## config.mk

```make
export PLATFORM = sky130hd
export DESIGN_NAME = drc_ctrl
export DESIGN_NICKNAME = d
export VERILOG_FILES = /design/src/hdl/drc_ctrl.v /design/src/hdl/drc_tick.v
export VERILOG_INCLUDE_DIRS = /design/src /design/src/hdl
export SDC_FILE = /design/constraint.sdc
export NUM_CORES = 1
export LEC_CHECK = 0
export BUFFER_PORTS_ARGS = -buffer_cell sky130_fd_sc_hd__buf_2
export CELL_PAD_IN_SITES_DETAIL_PLACEMENT = 1
export CELL_PAD_IN_SITES_GLOBAL_PLACEMENT = 1
export CORE_ASPECT_RATIO = 1.2
export CORE_MARGIN = 2
export CORE_UTILIZATION = 44
export DETAILED_ROUTE_END_ITERATION = 16
export GPL_TIMING_DRIVEN = 0
export PLACE_DENSITY_LB_ADDON = 0.15
export SLEW_MARGIN = 15
export SYNTH_ARGS = -nofsm -noshare
export SYNTH_HDL_FRONTEND = slang
export SYNTH_SLANG_ARGS = --single-unit
```

## constraint.sdc

```tcl
create_clock -name clk_sys -period 4.4 [get_ports clk_sys]
set_clock_uncertainty 0.15 [all_clocks]
set_input_delay 0.88 -clock clk_sys [delete_from_list [all_inputs] [get_ports clk_sys]]
set_output_delay 0.88 -clock clk_sys [all_outputs]
set_load 0.005 [all_outputs]
```

## src/hdl/drc_defines.vh

```
/*
  timing constants and cycle counts for the dram strobe controller.
  assumes a 250 MHz system clock (4 ns period); counts are derived here.
*/
// Behaviour
// - wait 200 us after power before access
// - eight row-only dummy cycles before normal access
// - dummy cycles column-before-row when counter refresh used
// - read hold met at column or row rise
// - write data timed to column or write fall
// - release data before column or output-enable fall
// - refresh all 256 rows every 4 ms
`ifndef DRC_DEFINES_VH
`define DRC_DEFINES_VH

`define DRC_CLK_PERIOD_NS 4
`define DRC_POWERUP_US 200
`define DRC_POWERUP_CYC ((`DRC_POWERUP_US * 1000) / `DRC_CLK_PERIOD_NS)
`define DRC_DUMMY_CYCLES 8
`define DRC_ROWS 256
`define DRC_REF_PERIOD_MS 4
// one refresh per row, spaced so 256 fit in the period (rounded down)
`define DRC_REF_INTERVAL_CYC \
  ((`DRC_REF_PERIOD_MS * 1000000) / (`DRC_ROWS * `DRC_CLK_PERIOD_NS))
// least times in ns, converted by rounding up
`define DRC_T_RP_NS 70
`define DRC_T_RAS_NS 80
`define DRC_ROW_TO_COL_DELAY_NS 25
`define DRC_T_CAS_NS 20
`define DRC_T_CSR_NS 10
`define DRC_T_CHR_NS 20
`define DRC_COL_STROBE_ACCESS_NS 20
`define DRC_T_RAH_NS 12
`define DRC_COL_TO_WRITE_DELAY_NS 50
`define DRC_ROW_TO_WRITE_DELAY_NS 105
`define DRC_ADDR_TO_WRITE_DELAY_NS 65
`define DRC_T_DH_NS 20
`define DRC_CYC(ns) (((ns) + `DRC_CLK_PERIOD_NS - 1) / `DRC_CLK_PERIOD_NS)

`endif

```

## src/hdl/drc_ctrl.v

```verilog
/*
  host-side controller for an asynchronous multiplexed-address dram with a
  4-bit data path: power-up wait, dummy cycles, periodic refresh, reads,
  early writes and read-modify-writes driven on the strobe pins.
  assumes the user request port is synchronous to clk_sys and held until ack.
*/
`timescale 1ns/1ps
`include "drc_defines.vh"
module drc_ctrl #(
  parameter POWERUP_CYC = `DRC_POWERUP_CYC, // power-up wait, shortenable
  parameter REF_INTERVAL_CYC = `DRC_REF_INTERVAL_CYC, // refresh spacing
  parameter USE_CBR = 1 // 1: counter refresh, 0: row-only refresh
) (
  input wire clk_sys, // system clock
  input wire reset, // synchronous, active high
  input wire req, // access request, held until ack
  input wire [1:0] req_kind, // 0 read, 1 early write, 2 read-modify-write
  input wire [15:0] req_addr, // row in [15:8], column in [7:0]
  input wire [3:0] req_wdata, // write data
  output reg ack, // one-cycle pulse at access end
  output reg [3:0] rdata, // read data, valid with ack
  output reg ready, // initialization finished
  output reg row_strobe_n, // row strobe, active low
  output reg col_strobe_n, // column strobe, active low
  output reg write_strobe_n, // write strobe, active low
  output reg oe_strobe_n, // output-enable strobe, active low
  output reg [7:0] muxed_address, // multiplexed address
  output reg [3:0] data_pins_wr, // data driven to the pins
  output reg data_pins_oe, // high while driving data pins
  input wire [3:0] data_pins_rd // data sampled from the pins
);
  // ns to whole clock cycles, rounded up and cut to the timer width
  function [17:0] cyc18;
    input [31:0] ns;
    reg [31:0] full;
    begin
      full = `DRC_CYC(ns);
      cyc18 = full[17:0];
    end
  endfunction

  localparam [3:0] ST_PWR = 4'h0, ST_IDLE = 4'h1, ST_RAS = 4'h2, ST_CAS = 4'h3,
    ST_WE = 4'h4, ST_END = 4'h5, ST_PRE = 4'h6, ST_CBR = 4'h7, ST_ROR = 4'h8;
  localparam [17:0] C_RP = cyc18(`DRC_T_RP_NS); // precharge
  localparam [17:0] C_RCD = cyc18(`DRC_ROW_TO_COL_DELAY_NS); // row to column
  localparam [17:0] C_RAS = cyc18(`DRC_T_RAS_NS); // row pulse
  localparam [17:0] C_CSR = cyc18(`DRC_T_CSR_NS); // column setup for cbr
  // read-modify-write: write must trail row fall by the row delay
  localparam [17:0] C_RWD = cyc18(`DRC_ROW_TO_WRITE_DELAY_NS - `DRC_ROW_TO_COL_DELAY_NS);
  localparam [17:0] C_CWD = cyc18(`DRC_COL_TO_WRITE_DELAY_NS);
  localparam [17:0] C_DH = cyc18(`DRC_T_DH_NS);
  localparam [31:0] PWR_FULL = POWERUP_CYC; // power-up wait as a full word
  // the timer holds 18 bits, so the wait is limited to about 1 ms
  localparam [17:0] C_PWR = PWR_FULL[17:0];

  reg [3:0] st_r; // sequencer state
  reg pwr_armed_r; // power-up wait loaded into the timer
  reg [3:0] dummy_r; // dummy cycles issued
  reg [7:0] ref_row_r; // next row for row-only refresh
  reg [8:0] ref_owed_r; // refreshes due but not done
  reg [17:0] ival_r; // refresh interval counter
  reg [1:0] kind_r; // latched access kind
  reg [15:0] addr_r; // latched address
  reg [3:0] wdata_r; // latched write data
  reg tload; // timer reload
  reg [17:0] tcount; // timer reload value
  wire tdone; // timer expired

  drc_tick u_tick (
    .clk_sys(clk_sys),
    .reset(reset),
    .load(tload),
    .count(tcount),
    .done(tdone)
  );

  // larger of two cycle counts; the read-modify-write column phase needs the longer constraint
  function [17:0] max2;
    input [17:0] a;
    input [17:0] b;
    begin
      max2 = (a > b) ? a : b;
    end
  endfunction

  // interval counter: owes one refresh each interval, spread evenly
  always @(posedge clk_sys) begin
    if (reset) begin
      ival_r <= 18'h00000;
    end else if (ival_r >= REF_INTERVAL_CYC - 1) begin
      ival_r <= 18'h00000;
    end else begin
      ival_r <= ival_r + 18'h00001;
    end
  end

  // sequencer: timer reload is combinational from timer expiry, with or without a state change
  always @* begin
    tload = 1'b0;
    tcount = 18'h00001;
    if (!reset && tdone) begin
      tload = 1'b1;
      case (st_r)
        ST_PWR: tcount = pwr_armed_r ? C_RP : C_PWR;
        ST_IDLE: tcount = (ref_owed_r != 9'h000 || !ready) ?
          ((USE_CBR != 0) ? C_CSR : C_RAS) : C_RCD;
        ST_RAS: tcount = (kind_r == 2'h2) ? max2(C_CWD, C_RWD) : C_RAS;
        ST_CAS: tcount = C_DH;
        ST_WE: tcount = C_DH;
        ST_CBR: tcount = C_RAS;
        default: tcount = C_RP;
      endcase
    end
  end

  // main strobe sequencer
  always @(posedge clk_sys) begin
    if (reset) begin
      st_r <= ST_PWR;
      pwr_armed_r <= 1'b0;
      dummy_r <= 4'h0;
      ref_row_r <= 8'h00;
      ref_owed_r <= 9'h000;
      kind_r <= 2'h0;
      addr_r <= 16'h0000;
      wdata_r <= 4'h0;
      ack <= 1'b0;
      rdata <= 4'h0;
      ready <= 1'b0;
      row_strobe_n <= 1'b1;
      col_strobe_n <= 1'b1;
      write_strobe_n <= 1'b1;
      oe_strobe_n <= 1'b1;
      muxed_address <= 8'h00;
      data_pins_wr <= 4'h0;
      data_pins_oe <= 1'b0;
    end else begin
      ack <= 1'b0;
      // owed count: interval tick adds, a finished refresh removes
      if (ival_r >= REF_INTERVAL_CYC - 1 && ready) begin
        if (!(st_r == ST_PRE && tdone && kind_r == 2'h3)) begin
          ref_owed_r <= ref_owed_r + 9'h001;
        end
      end else if (st_r == ST_PRE && tdone && kind_r == 2'h3 && ready) begin
        ref_owed_r <= ref_owed_r - 9'h001;
      end
      case (st_r)
        ST_PWR: begin
          // the expiry right after reset only loads the long wait; the
          // second one ends it, so no strobe moves early
          if (tdone) begin
            if (pwr_armed_r) begin
              st_r <= ST_IDLE;
            end
            pwr_armed_r <= 1'b1;
          end
        end
        ST_IDLE: begin
          if (tdone) begin
            if (!ready || ref_owed_r != 9'h000) begin
              kind_r <= 2'h3;
              if (USE_CBR != 0) begin
                // counter refresh: column falls first, pins ignored
                col_strobe_n <= 1'b0;
                st_r <= ST_CBR;
              end else begin
                // row-only refresh from our own row pointer
                muxed_address <= ref_row_r;
                row_strobe_n <= 1'b0;
                ref_row_r <= ref_row_r + 8'h01;
                st_r <= ST_ROR;
              end
            end else if (req && req_kind != 2'h3) begin
              kind_r <= req_kind;
              addr_r <= req_addr;
              wdata_r <= req_wdata;
              muxed_address <= req_addr[15:8];
              row_strobe_n <= 1'b0;
              // early write: write strobe low before column fall
              write_strobe_n <= (req_kind != 2'h1);
              st_r <= ST_RAS;
            end
          end
        end
        ST_RAS: begin
          // column phase after the row-to-column delay (access governed
          // by the row strobe, column access within it)
          if (tdone) begin
            muxed_address <= addr_r[7:0];
            col_strobe_n <= 1'b0;
            if (kind_r == 2'h1) begin
              // data valid at column fall for early write
              data_pins_wr <= wdata_r;
              data_pins_oe <= 1'b1;
            end else begin
              oe_strobe_n <= 1'b0;
            end
            st_r <= (kind_r == 2'h2) ? ST_WE : ST_CAS;
          end
        end
        ST_CAS: begin
          if (tdone) begin
            if (kind_r == 2'h0) begin
              rdata <= data_pins_rd;
            end
            st_r <= ST_END;
          end
        end
        ST_WE: begin
          // late write after the longer of the column and row delays
          if (tdone) begin
            if (write_strobe_n) begin
              rdata <= data_pins_rd;
              oe_strobe_n <= 1'b1;
              write_strobe_n <= 1'b0;
              // data driven on the same edge that output enable is released
              data_pins_wr <= wdata_r;
              data_pins_oe <= 1'b1;
            end else begin
              st_r <= ST_END;
            end
          end
        end
        ST_CBR: begin
          if (tdone) begin
            row_strobe_n <= 1'b0;
            st_r <= ST_ROR;
          end
        end
        ST_ROR: begin
          if (tdone) begin
            st_r <= ST_END;
          end
        end
        default: begin
          if (st_r == ST_END) begin
            // both strobes rise together: read hold met on either
            row_strobe_n <= 1'b1;
            col_strobe_n <= 1'b1;
            write_strobe_n <= 1'b1;
            oe_strobe_n <= 1'b1;
            data_pins_oe <= 1'b0;
            ack <= (kind_r != 2'h3);
            st_r <= ST_PRE;
          end else if (tdone) begin
            // precharge done; count dummy cycles during init
            if (!ready && kind_r == 2'h3) begin
              if (dummy_r == `DRC_DUMMY_CYCLES - 1) begin
                ready <= 1'b1;
              end
              dummy_r <= dummy_r + 4'h1;
            end
            st_r <= ST_IDLE;
          end
        end
      endcase
    end
  end
endmodule

```

## src/hdl/drc_tick.v

```verilog
/*
  down-counting interval timer: raises done when a loaded count expires and holds it until reload.
  assumes load and the count value are synchronous to clk_sys.
*/
`timescale 1ns/1ps
module drc_tick (
  input wire clk_sys, // system clock
  input wire reset, // synchronous, active high
  input wire load, // restart with new count
  input wire [17:0] count, // cycles to wait
  output reg done // high while expired
);
  reg [17:0] cnt_r; // remaining cycles

  // count down to zero, then hold done high until reloaded
  always @(posedge clk_sys) begin
    if (reset) begin
      cnt_r <= 18'h00000;
      done <= 1'b0;
    end else if (load) begin
      cnt_r <= count;
      done <= 1'b0;
    end else if (cnt_r > 18'h00001) begin
      cnt_r <= cnt_r - 18'h00001;
    end else begin
      cnt_r <= 18'h00000;
      done <= 1'b1;
    end
  end
endmodule

```

After elaboration in Yosys (flattened, before gate mapping)
Cells that the tools add are included.

Flip-flop bits (word level): 92. Output and inout port bits: 23.

$add $sub $neg: 5. Order comparisons: 2. Eq/ne operators: 33. Multiplexer cells: 63. Bitwise logic cells: 7. Reductions and logical operators: 49.

Operators with widths (count): 4-bit two-way mux (20); 16-bit case mux with 4 select lines (1); 18-bit two-way mux (2); 16-bit two-way mux (2); 8-bit two-way mux (4); 9-bit two-way mux (3); 5-bit AND reduction (5); 2-bit inequality test, second input constant (12); 4-bit case mux with 6 select lines (1); 6-bit AND reduction (4); 4-bit by 3-bit == test with 1-bit output, second input constant (5); 5-bit OR reduction (4); 18-bit by 1-bit adder with 18-bit output, second input constant (1); 18-bit by 12-bit greater-or-equal comparator with 1-bit output, second input constant (1); 18-bit by 1-bit greater-than comparator with 1-bit output, second input constant (1); 1-bit two-way mux (18); 18-bit by 1-bit subtractor with 18-bit output, second input constant (1); 2-bit by 1-bit inequality test with 1-bit output, second input constant (8); 4-bit case mux with 2 select lines (2); 8-bit case mux with 2 select lines (1); 1-bit case mux with 3 select lines (5); 2-bit nonzero test (6); 3-bit nonzero test (4); 10-bit AND reduction (1); other kinds (24) (47).

Logic depth before layout (Yosys ltp)
Gate-level depths: netlist of run 1.

Depth after elaboration: 6. Gate-level depth with buffers: 12. Mapped depth without buffers: 12.

By module
A second synthesis of run 1 with hierarchy kept.

Cell total of the unflattened synthesis: 518. Area, all modules: 4520.6 µm².

Modules (own cells, without submodules): drc_ctrl (instances 1, cells each 403, area an instance 3543.4 µm²); drc_tick (instances 1, cells each 115, area an instance 977.2 µm²).

Least setup slack after synthesis of run 1
No wires, ideal clock.

Path type: flip-flop to flip-flop. From: register ival_r[1]. To: register ref_owed_r[8]. Setup time: 121 ps. Data arrival time: 3087 ps. Required time: 4129 ps. Slack: 1042 ps. Cell stages (with the launch flop): 13. Path buffers: 0. Period minus slack after synthesis: 3358 ps. Path through: dfxtp_1 inv_1 ha_1 nor4b_1 a211oi_1 o21ai_0 ha_1 a211oi_1 o211ai_1 a21oi_1 nor3_1 o21ai_0 mux2_2.

Word-level cells in the longest chain between the ends: 4. Elaborated cells on any way between the ends: 6.

Ends and longest elaborated chain: from (decl) (line drc_ctrl.v:61) `reg [17:0] ival_r;`; from (signal assigned) (line drc_ctrl.v:93) `ival_r <= ival_r + 18'h00001;`; 18-bit by 12-bit greater-or-equal comparator with 1-bit output * (line drc_ctrl.v:140) `if (ival_r >= REF_INTERVAL_CYC - 1 && ready) begin`; 1-bit logical AND * (line drc_ctrl.v:140); 2-bit inequality test (no source line) / 2-bit nonzero test (equally long branches); 2-bit AND reduction (no source line); to (signal assigned) (line drc_ctrl.v:142) `ref_owed_r <= ref_owed_r + 9'h001;`; to (signal assigned) (line drc_ctrl.v:145) `ref_owed_r <= ref_owed_r - 9'h001;`; to (decl) (line drc_ctrl.v:60) `reg [8:0] ref_owed_r;`.

Mark *: on every way between the ends. The rest lies on a longest branch, timed or not. A chain may end at the register's enable or synchronous reset.

Final worst setup path of run 1
From: register ival_r[0]. To: register ref_owed_r[8].

The elaborated chain is that of the path after synthesis.

==> metrics, run 1 <==
synthesized instance count about 490; # diodes 0; Critical Path RT 4.48 ns; Initial Util between 40% and 50%; pre-CTS setup slack roughly 0.32 ns; core region area approximately 0.0099 mm²; clock sink count 92; initial DRC count 116; Final Cycle Share 88.5%; per-cell routed wire length between 15 and 20 µm; Synth area leader dfxtp_1; total power around 2100 µW; antenna-violating nets left 0; Worst-path clk slew ~0.070 ns; CP Cell Sequence inv_1 -> ha_1 -> nor4b_1 -> a211oi_1 -> o21ai_1 -> fa_1 -> a211oi_1 -> o211ai_1 -> a21oi_1 -> nor3_1 -> o21ai_0 -> mux2_2; final setup vio count 0; die width 95.7 µm; Max stage delay on crit path approximately 0.55 ns; layout cells sized above 1 between 10% and 20%; Util after Layout about 52%; Synth Area in Simple Gates a little over a fifth; Critical Path AT 3.98 ns; Worst setup EP type register; Netlist cell types 60; DIE AREA 0.0109 mm²; register area 0.00184 mm²; Max Freq 0.257 GHz; Total Wirelength approximately 11,000 µm; Root Buffer clkbuf_16; top-area cell type share of the netlist area 41.5%; max cap viols 0; area grow syn2layout 16.2%; busiest grt layer met2; post-synthesis adder-cell area fraction between 4 and 5%; status finished clean; R2R setup slack about 0.50 ns; Port Buf Inserts ~50; gpl congestion between 0.9 and 1; main combinational cell family by area after synthesis simple AND/OR/NAND/NOR gates; met1 global-route usage between 20% and 30%; filler cell count between 1,000 and 1,500; Overflow after GRT 0; Ys Warns 0; CP startpoint kind register; CTS tree done; most used cell along the critical path a211oi_1; hold buffers post-CTS 0; pwr dens 409 mW/mm²; FF+latch count, synth around 90; crit-path max FO 8; WS Path Type reg2reg; dpl hpwl 8100 µm; most numerous cell in the Yosys netlist nor2_1; met2 GRT Util a little under two fifths; die height 114 µm; Seq/Total Area, Yosys between 40% and 50%; top post-synthesis cells by area dfxtp_1 (42%), mux2i_1 (8.6%), nor2_1 (7.9%); Hold Path Class reg2reg; Final min period a little under 4 ns; multi-input logic area between 0.002 and 0.0025 mm²; Post-synth EDFFs 0; global-route wire length before repair roughly 18,000 µm; Clk Latency, worst-skew pair 0.34 ns; H-tree levels 3; setup total negative slack 0 ns; Vias/cell between 5 and 6; Final Slew Violations 0; Nets about 600; pin count of the biggest net entering global routing 17; synthesized area per cell 9.02 µm²; Final Hold Vio Count 0; Row Count 40; Async S/R FF share, synth 0%; DRC Markers 0; Slew headroom between 50% and 60%; top_reg_cell synth dfxtp_1; hold_ws around 0.33 ns; gr usage total a little over a fifth; post-cts sizing count 0; I/O pins 52; via count 3,703; Post-synth top cells nor2_1 (93), dfxtp_1 (92), mux2i_1 (38), nand2_1 (27), xnor2_1 (20); Synth Area in XOR/XNOR under 10%; mux cell area share after synthesis 10.9%; Post-CTS Setup Inserts 0; met3 GRT Util 4.62%; RSZ-0062 raised after global routing no; worst slew pin tran 0.738 ns; Setup WS post-layout roughly 0.5 ns; synthesized cell area around 0.0044 mm²; leak pwr roughly 0.0022 µW; compound-cell area share of the yosys netlist a little under an eighth; number of global-route vias before repair slightly below 4,000; initial antenna violation count 0; clock tree buffer depth 2; Pre-antenna DRT Iters 4; slowest cell on the critical path fa_1; worst vdd ir between 0.15 and 0.2 mV; total CTS buffers 9
[state kept, by name, summed over array words and instances, names as in the netlist, 2 cells and up]
name	cells
wdata_r	4
rdata	4
data_pins_wr	4
ref_owed_r	9
u_tick.cnt_r	18
muxed_address	8
kind_r	2
ival_r	18
addr_r	8
dummy_r	4
st_r	4
[worst paths after layout]
check	from	endpoint	cells past startpoint
max	ival_r[0]	ref_owed_r[8]	12
min	u_tick.cnt_r[5]	u_tick.cnt_r[5]	2
max reg2reg	ival_r[0]	ref_owed_r[8]	12
min reg2reg	u_tick.cnt_r[5]	u_tick.cnt_r[5]	2
[cells in the final DEF (no fill, tap or decap), types with 4 or more instances in the layout]
master     Yosys  layout
a21oi_1       18      18
nand3b_1       4       4
nor2_1        93      93
ha_1          13      13
a211oi_1       4       4
nand3_1        9       9
clkbuf_16      0       9
mux2_2         9       9
conb_1         1       6
dfxtp_1       92      92
nand2_1       27      27
o21ai_0       16      15
nor2b_1        6       6
nor4_1         6       6
mux2i_1       38      38
clkbuf_1       9      10
buf_2          4      55
xnor2_1       20      20
buf_1          4       4
inv_1         13      13
nor3_1        18      18
a21o_1         7       7
nand2b_1       8       8
o211ai_1       5       5
xor2_1        14      14
[cell type report]
class	instances	share of cell area, %
clock inverter	5	0.850
buffer	20	2.01
multi-input combinational	372	47.7
sequential	92	35.7
clock buffer	11	4.71
tap	126	3.06
inverter	13	0.947
timing repair buffer	51	4.95
[stage by stage]
| step | area (µm²) | instances |
|---|---|---|
| finish | 5150 | 690 |
| global route | 5150 | 690 |
| CTS | 5150 | 690 |
| detailed placement | 4870 | 674 |
| global placement | 4870 | 674 |
| floorplan | 4460 | 497 |
[routing by layer]
metal	wire, µm	up-vias
met2	5690	52
li1	-	1832
met3	403	13
met5	0	-
met4	188	0
met1	4720	1806
[report_power, final]
| group | leakage [µW] | switching (µW) | internal, µW | total [µW] |
|---|---|---|---|---|
| clock | 0.000141 | 336 | 406 | 741 |
| combinational | 0.00131 | 236 | 172 | 408 |
| sequential | 0.000746 | 59.8 | 897 | 957 |
| total | 0.00220 | 632 | 1470 | 2110 |
[logic make-up after synthesis]
group                      count (synthesis)
other                                      1
and+or+nand+nor                          196
AOI/OAI and AO/OA                         75
adders and majority gates                 14
DFF                                       92
muxes                                     47
buffers and inverters                     33
xor gates and xnor gates                  34
[critical path, delay by kind of cell (launching register included)]
| kind | cells | cell delay, ns |
|---|---|---|
| AO/OA/AOI/OAI | 6 | 1.84 |
| multiplexers | 1 | 0.36 |
| flip-flops | 1 | 0.42 |
| buffers and inverters | 1 | 0.07 |
| AND/OR/NAND/NOR | 2 | 0.22 |
| adder cells (fa/ha/maj) | 2 | 0.73 |
Note: power is estimated with default switching activity, not from simulation.
==> run 2, diff against run 1 <==
- PLACE_DENSITY: unset -> 0.76
- PLACE_DENSITY_LB_ADDON: 0.15 -> unset
==> metrics, run 2 (synthesis results as in run 1) <==
hold buffers post-CTS 0 (unchanged); Worst-path clk slew 0.06 ns (about the same); CP Cell Sequence inv_1 -> ha_1 -> nor4b_1 -> a211oi_1 -> o21ai_1 -> fa_1 -> a211oi_1 -> o211ai_1 -> a21oi_1 -> nor3_1 -> o21ai_0 -> mux2_2; Total Wirelength 11,000 µm (-0.24%); # diodes 0 (unchanged); setup total negative slack 0 ns (unchanged); leak pwr 0.00220 µW (about the same); Cells on Worst Hold Path 2 (unchanged); total power 2120 µW (+0.65%); Critical Path AT 3.86 ns (-0.12 ns); gpl congestion 0.859 (-4.7%); Metal-1 WL 4730 µm (+0.28%); max cap viols 0 (unchanged); Final Slew Violations 0 (unchanged); Port Buf Inserts 51 (unchanged); slowest cell on the critical path fa_1; Critical Path RT 4.48 ns (about the same); per-cell routed wire length 15.9 µm (about the same); DR WL met2 5700 µm (about the same); Root Buffer clkbuf_16; gr usage total 21.5% (-0.097 points); RSZ-0062 raised after global routing no; pin count of the biggest net entering global routing 14 (-3); reg2reg start ival_r[0]; Area after DPL 0.00487 mm² (unchanged); dpl hpwl 8040 µm (-0.78%); worst slew pin tran 0.705 ns (-0.0322 ns); Final Hold Vio Count 0 (unchanged); I/O pins 52 (unchanged); worst vdd ir 0.190 mV (+8.9%); die height 114 µm (unchanged); Row Count 40 (unchanged); status finished clean; DRC Markers 0 (unchanged); final setup vio count 0 (unchanged); Max Freq 0.265 GHz (+3.1%); Initial Util 44.8% (unchanged); Nets 602 (unchanged); initial antenna violation count 0 (unchanged); layout cells sized above 1 16.5% (-0.50 points); CTS tree done; global-route wire length before repair 18,500 µm (+0.22%); via count 3,742 (+1.1%); most used cell along the critical path a211oi_1; CP startpoint kind register; crit-path max FO 8 (unchanged); Hold Path Class reg2reg; R2R setup slack 0.62 ns (+0.12 ns); Regs by FF count ival_r x18, u_tick.cnt_r x18, ref_owed_r x9; clock sink count 92 (unchanged); Post-CTS Setup Inserts 0 (unchanged); hold_ws 0.327 ns (-0.00280 ns); Top Layer Used met4; commonest non-fill, non-tap cell in the layout nor2_1; post-cts sizing count 0 (unchanged); WS Path Type reg2reg; Final Cycle Share 85.8% (-2.7 points); FF-to-FF path depth 12 (unchanged); Worst setup EP type register; total CTS buffers 9 (unchanged); initial DRC count 189 (+63%); die width 95.7 µm (unchanged); beginning of the worst hold path u_tick.cnt_r[5]; Reg2Reg Capture Point ref_owed_r[8]; Pre-antenna DRT Iters 4 (unchanged); clock tree buffer depth 2 (unchanged); H-tree levels 3 (unchanged); Final min period 3.78 ns (-0.118 ns); Max stage delay on crit path 0.52 ns (-0.03 ns); met3 wire length 352 µm (-13%); Vias/cell 5.43 (+1.2%); core region area 0.00991 mm² (unchanged); filler cell count 1,183 (-1.3%); Finished Cell Area 0.00515 mm² (about the same); Clk Latency, worst-skew pair 0.34 ns (about the same); area grow syn2layout 16.2% (about the same); DIE AREA 0.0109 mm² (unchanged); Overflow after GRT 0 (unchanged); Worst Hold Endpoint u_tick.cnt_r[5]; antenna-violating nets left 0 (unchanged); Slew headroom 52.7% (+2.2 points); most frequent cells in the layout nor2_1 (93), dfxtp_1 (92), buf_2 (55); number of global-route vias before repair 3,899 (+1.2%); pwr dens 411 mW/mm² (+0.68%)
==> run 2: changes by cell type in the layout (fill, tap and decap cells not counted) <==
cell,change
clkinv_4,-3
clkbuf_1,+2
inv_6,-2
bufinv_16,+1
clkinv_2,+1
==> run 2: final cells by class <==
type	instances	area (µm²)	area share (%)
sequential	92	1840	35.7
timing repair buffer	51	255	4.95
buffer	20	104	2.02
inverter	13	48.8	0.947
clock buffer	13	250	4.86
multi-input combinational	372	2460	47.8
clock inverter	2	35.0	0.680
tap	126	158	3.06
==> run 2: metrics by stage <==
step / worst slack [ns] / cells / util (%)
finish: 0.623 / 689 / 52.0
CTS: 0.313 / 689 / 52.0
detailed placement: 0.253 / 674 / 49.1
floorplan: 1.04 / 497 / -
global placement: 0.386 / 674 / 49.1
global route: 0.234 / 689 / 52.0
==> run 2: critical path, delay by kind of cell (launching register included) <==
family | cells | cell delay (ns)
AO/OA/AOI/OAI | 6 | 1.74
flip-flops | 1 | 0.42
buffers and inverters | 1 | 0.07
AND/OR/NAND/NOR | 2 | 0.22
adder cells (fa/ha/maj) | 2 | 0.71
multiplexers | 1 | 0.35
==> run 2: how the worst max path moves through the flow <==
stage	slack, ns	end	cells past startpoint	from
floorplan	1.04	ref_owed_r[8]	12	ival_r[1]
global route	0.23	ref_owed_r[8]	12	ival_r[0]
CTS	0.31	ref_owed_r[8]	12	ival_r[1]
detailed placement	0.25	ref_owed_r[8]	12	ival_r[1]
global placement	0.39	ref_owed_r[8]	12	ival_r[1]
finish	0.62	ref_owed_r[8]	12	ival_r[0]
==> run 2: routing by layer <==
layer  track usage (%)  up-vias
met5                 0        -
met3              3.96       18
li1                  -     1838
met2              38.3       56
met1              25.7     1830
met4              7.05        0
==> run 2: power breakdown <==
| part | leakage, µW | switching (µW) | internal, µW |
|---|---|---|---|
| combinational | 0.00131 | 228 | 172 |
| sequential | 0.000746 | 60.7 | 897 |
| clock | 0.000140 | 309 | 452 |
| total | 0.00220 | 598 | 1520 |
==> run 3, diff against run 2 <==
--- a/config.mk
+++ b/config.mk
@@ -8,2 +8,3 @@
 export LEC_CHECK = 0
+export ABC_AREA = 1
 export BUFFER_PORTS_ARGS = -buffer_cell sky130_fd_sc_hd__buf_2
@@ -13,3 +14,3 @@
 export CORE_MARGIN = 2
-export CORE_UTILIZATION = 44
+export CORE_UTILIZATION = 42
 export DETAILED_ROUTE_END_ITERATION = 16
==> constraint.sdc (replaced) <==
create_clock -name clk_sys -period 4.4 [get_ports clk_sys]
set_clock_uncertainty 0.15 [all_clocks]
set_input_delay 0.66 -clock clk_sys [delete_from_list [all_inputs] [get_ports clk_sys]]
set_output_delay 0.66 -clock clk_sys [all_outputs]
set_load 0.005 [all_outputs]
==> metrics, run 3 <==
core region area 0.0104 mm² (+5.1%); Netlist cell types 40 (-33%); Final Cycle Share 71.6% (-14 points); Port Buf Inserts 51 (unchanged); post-cts sizing count 0 (unchanged); Max Freq 0.317 GHz (+20%); DRC Markers 0 (unchanged); CP startpoint kind register; max cap viols 0 (unchanged); hold buffers post-CTS 0 (unchanged); Max stage delay on crit path 0.54 ns (+0.02 ns); pwr dens 434 mW/mm² (+5.5%); Total Wirelength 11,700 µm (+6.1%); Critical Path RT 4.48 ns (about the same); beginning of the worst hold path row_strobe_n; Post-synth top cells nor2_1 (108), nand2_1 (94), dfxtp_1 (92), o21ai_0 (67), inv_1 (65); Overflow after GRT 0 (unchanged); clock sink count 92 (unchanged); Root Buffer clkbuf_16; number of global-route vias before repair 4,268 (+9.5%); top-area cell type share of the netlist area 41.4% (-0.13 points); crit-path max FO 9 (+1); antenna-violating nets left 0 (unchanged); dpl hpwl 9150 µm (+14%); top_reg_cell synth dfxtp_1; Crit path max-delay family simple AND/OR/NAND/NOR gates; Final Slew Violations 0 (unchanged); per-cell routed wire length 14.2 µm (-11%); commonest non-fill, non-tap cell in the layout nor2_1; Synth area leader dfxtp_1; Nets 731 (+21%); leak pwr 0.00227 µW (+3.6%); top post-synthesis cells by area dfxtp_1 (41%), nor2_1 (9.1%), nand2_1 (7.9%); Seq/Total Area, Yosys 41.4% (-0.13 points); status finished clean; synthesized cell area 0.00445 mm² (+0.31%); H-tree levels 3 (unchanged); via count 4,225 (+13%); Worst setup EP type register; final setup vio count 0 (unchanged); CTS tree done; layout cells sized above 1 14.0% (-2.5 points); initial DRC count 122 (-35%); Metal-1 WL 5120 µm (+8.2%); Initial Util 42.7% (-2.0 points); Post-synth EDFFs 0 (unchanged); clock tree buffer depth 2 (unchanged); RSZ-0062 raised after global routing no; slowest cell on the critical path nor3_1; CP Cell Sequence nor2_1 -> nand2_1 -> nor3_1 -> nand2_1 -> nand2_1 -> ha_1 -> a21oi_1 -> nand2_1 -> nand2_1 -> nand3_1 -> nand3b_1 -> nand2_1 -> nor2_1 -> nor2_1 -> nor2_1; multi-input logic area 0.00229 mm² (-7.1%); Pre-antenna DRT Iters 4 (unchanged); total power 2250 µW (+6.1%); gr usage total 21.0% (-0.51 points); DIE AREA 0.0114 mm² (+4.9%); filler cell count 1,394 (+18%); met3 wire length 293 µm (-17%); most used cell along the critical path nand2_1; Hold Path Class reg2reg; FF+latch count, synth 92 (unchanged); Slew headroom 53.1% (+0.41 points); area grow syn2layout 16.4%; setup total negative slack 0 ns (unchanged); Row Count 41 (+2.5%); Top Layer Used met4; worst path buffer plus inverter count 0 (-1); Worst-path clk slew 0.06 ns (about the same); pin count of the biggest net entering global routing 15 (+1); Final min period 3.15 ns (-0.626 ns); total CTS buffers 9 (unchanged); WS Path Type reg2reg; worst slew pin tran 0.699 ns (-0.00685 ns); die width 98.0 µm (+2.4%); DR WL met2 6000 µm (+5.3%); Ys Warns 0 (unchanged); origin of the worst setup path ival_r[16]; synthesized area per cell 7.17 µm² (-21%); synthesized instance count 621 (+26%); Critical Path AT 3.23 ns (-0.63 ns); global-route wire length before repair 19,400 µm (+5.3%); Async S/R FF share, synth 0% (unchanged); Clk Latency, worst-skew pair 0.34 ns (about the same); register area 0.00184 mm² (unchanged); initial antenna violation count 0 (unchanged); gpl congestion 0.901 (+4.9%); Final Hold Vio Count 0 (unchanged); most frequent cells in the layout nor2_1 (108), nand2_1 (94), dfxtp_1 (92); die height 117 µm (+2.4%); # diodes 0 (unchanged); I/O pins 52 (unchanged); Vias/cell 5.14 (-5.4%); Regs by FF count ival_r x18, u_tick.cnt_r x18, ref_owed_r x9; most numerous cell in the Yosys netlist nor2_1; Post-CTS Setup Inserts 0 (unchanged); worst vdd ir 0.262 mV (+38%); reg2reg start ival_r[16]
-- run 3: final timing paths --
kind | cells past startpoint | end | slack (ns)
worst max-delay path | 15 | ref_owed_r[8] | 1.25
worst min-delay path | 2 | row_strobe_n | 0.30
worst max register to register | 15 | ref_owed_r[8] | 1.25
worst min register to register | 2 | row_strobe_n | 0.30
-- run 3: cells by family (layout without fill, tap and decap cells) --
group | count (synthesis) | after routing | synth area share [%]
AO/OA/AOI/OAI | 125 | 125 | 14.8
XOR/XNOR | 22 | 22 | 4.33
adder cells (fa/ha/maj) | 14 | 14 | 4.10
buffers and inverters | 88 | 155 | 7.65
flip-flops | 92 | 92 | 41.4
other | 1 | 6 | 0.0843
AND/OR/NAND/NOR | 279 | 279 | 27.6
-- run 3: cell type report --
| type | instances | area share, % |
|---|---|---|
| repair buffers | 51 | 4.93 |
| clock inverters | 4 | 0.942 |
| flip-flops and latches | 92 | 35.5 |
| multi-input cells | 446 | 44.1 |
| plain buffers | 14 | 1.21 |
| well taps | 129 | 3.12 |
| clock buffers | 12 | 4.76 |
| inverters | 74 | 5.36 |
-- run 3: routing by layer --
metal | global-route usage [%] | up-vias
met5 | 0 | -
met4 | 9.35 | 0
met3 | 3.23 | 19
met2 | 39.3 | 56
met1 | 23.6 | 2004
li1 | - | 2146
-- run 3: worst min-delay path: cells and delay by family, from the launching register on --
kind             cells  cell delay (ns)
AND/OR/NAND/NOR      2             0.10
flip-flops           1             0.31
-- run 3: through the flow --
step	setup WS [ns]	instance area, µm²	hold slack [ns]	util [%]	instances
2_1_floorplan	1.83	4470	0.275	-	626
3_3_place_gp	1.39	4890	0.279	46.9	806
3_5_place_dp	1.25	4890	0.289	46.9	806
4_1_cts	1.18	5180	0.304	49.8	822
5_1_grt	0.856	5180	0.320	49.8	822
6_report	1.25	5180	0.300	49.8	822
-- run 3: power by group --
part / internal, µW / leakage (µW) / switching (µW)
Sequential: 913 / 0.000746 / 54.8
Clock: 455 / 0.000147 / 315
Combinational: 180 / 0.00138 / 332
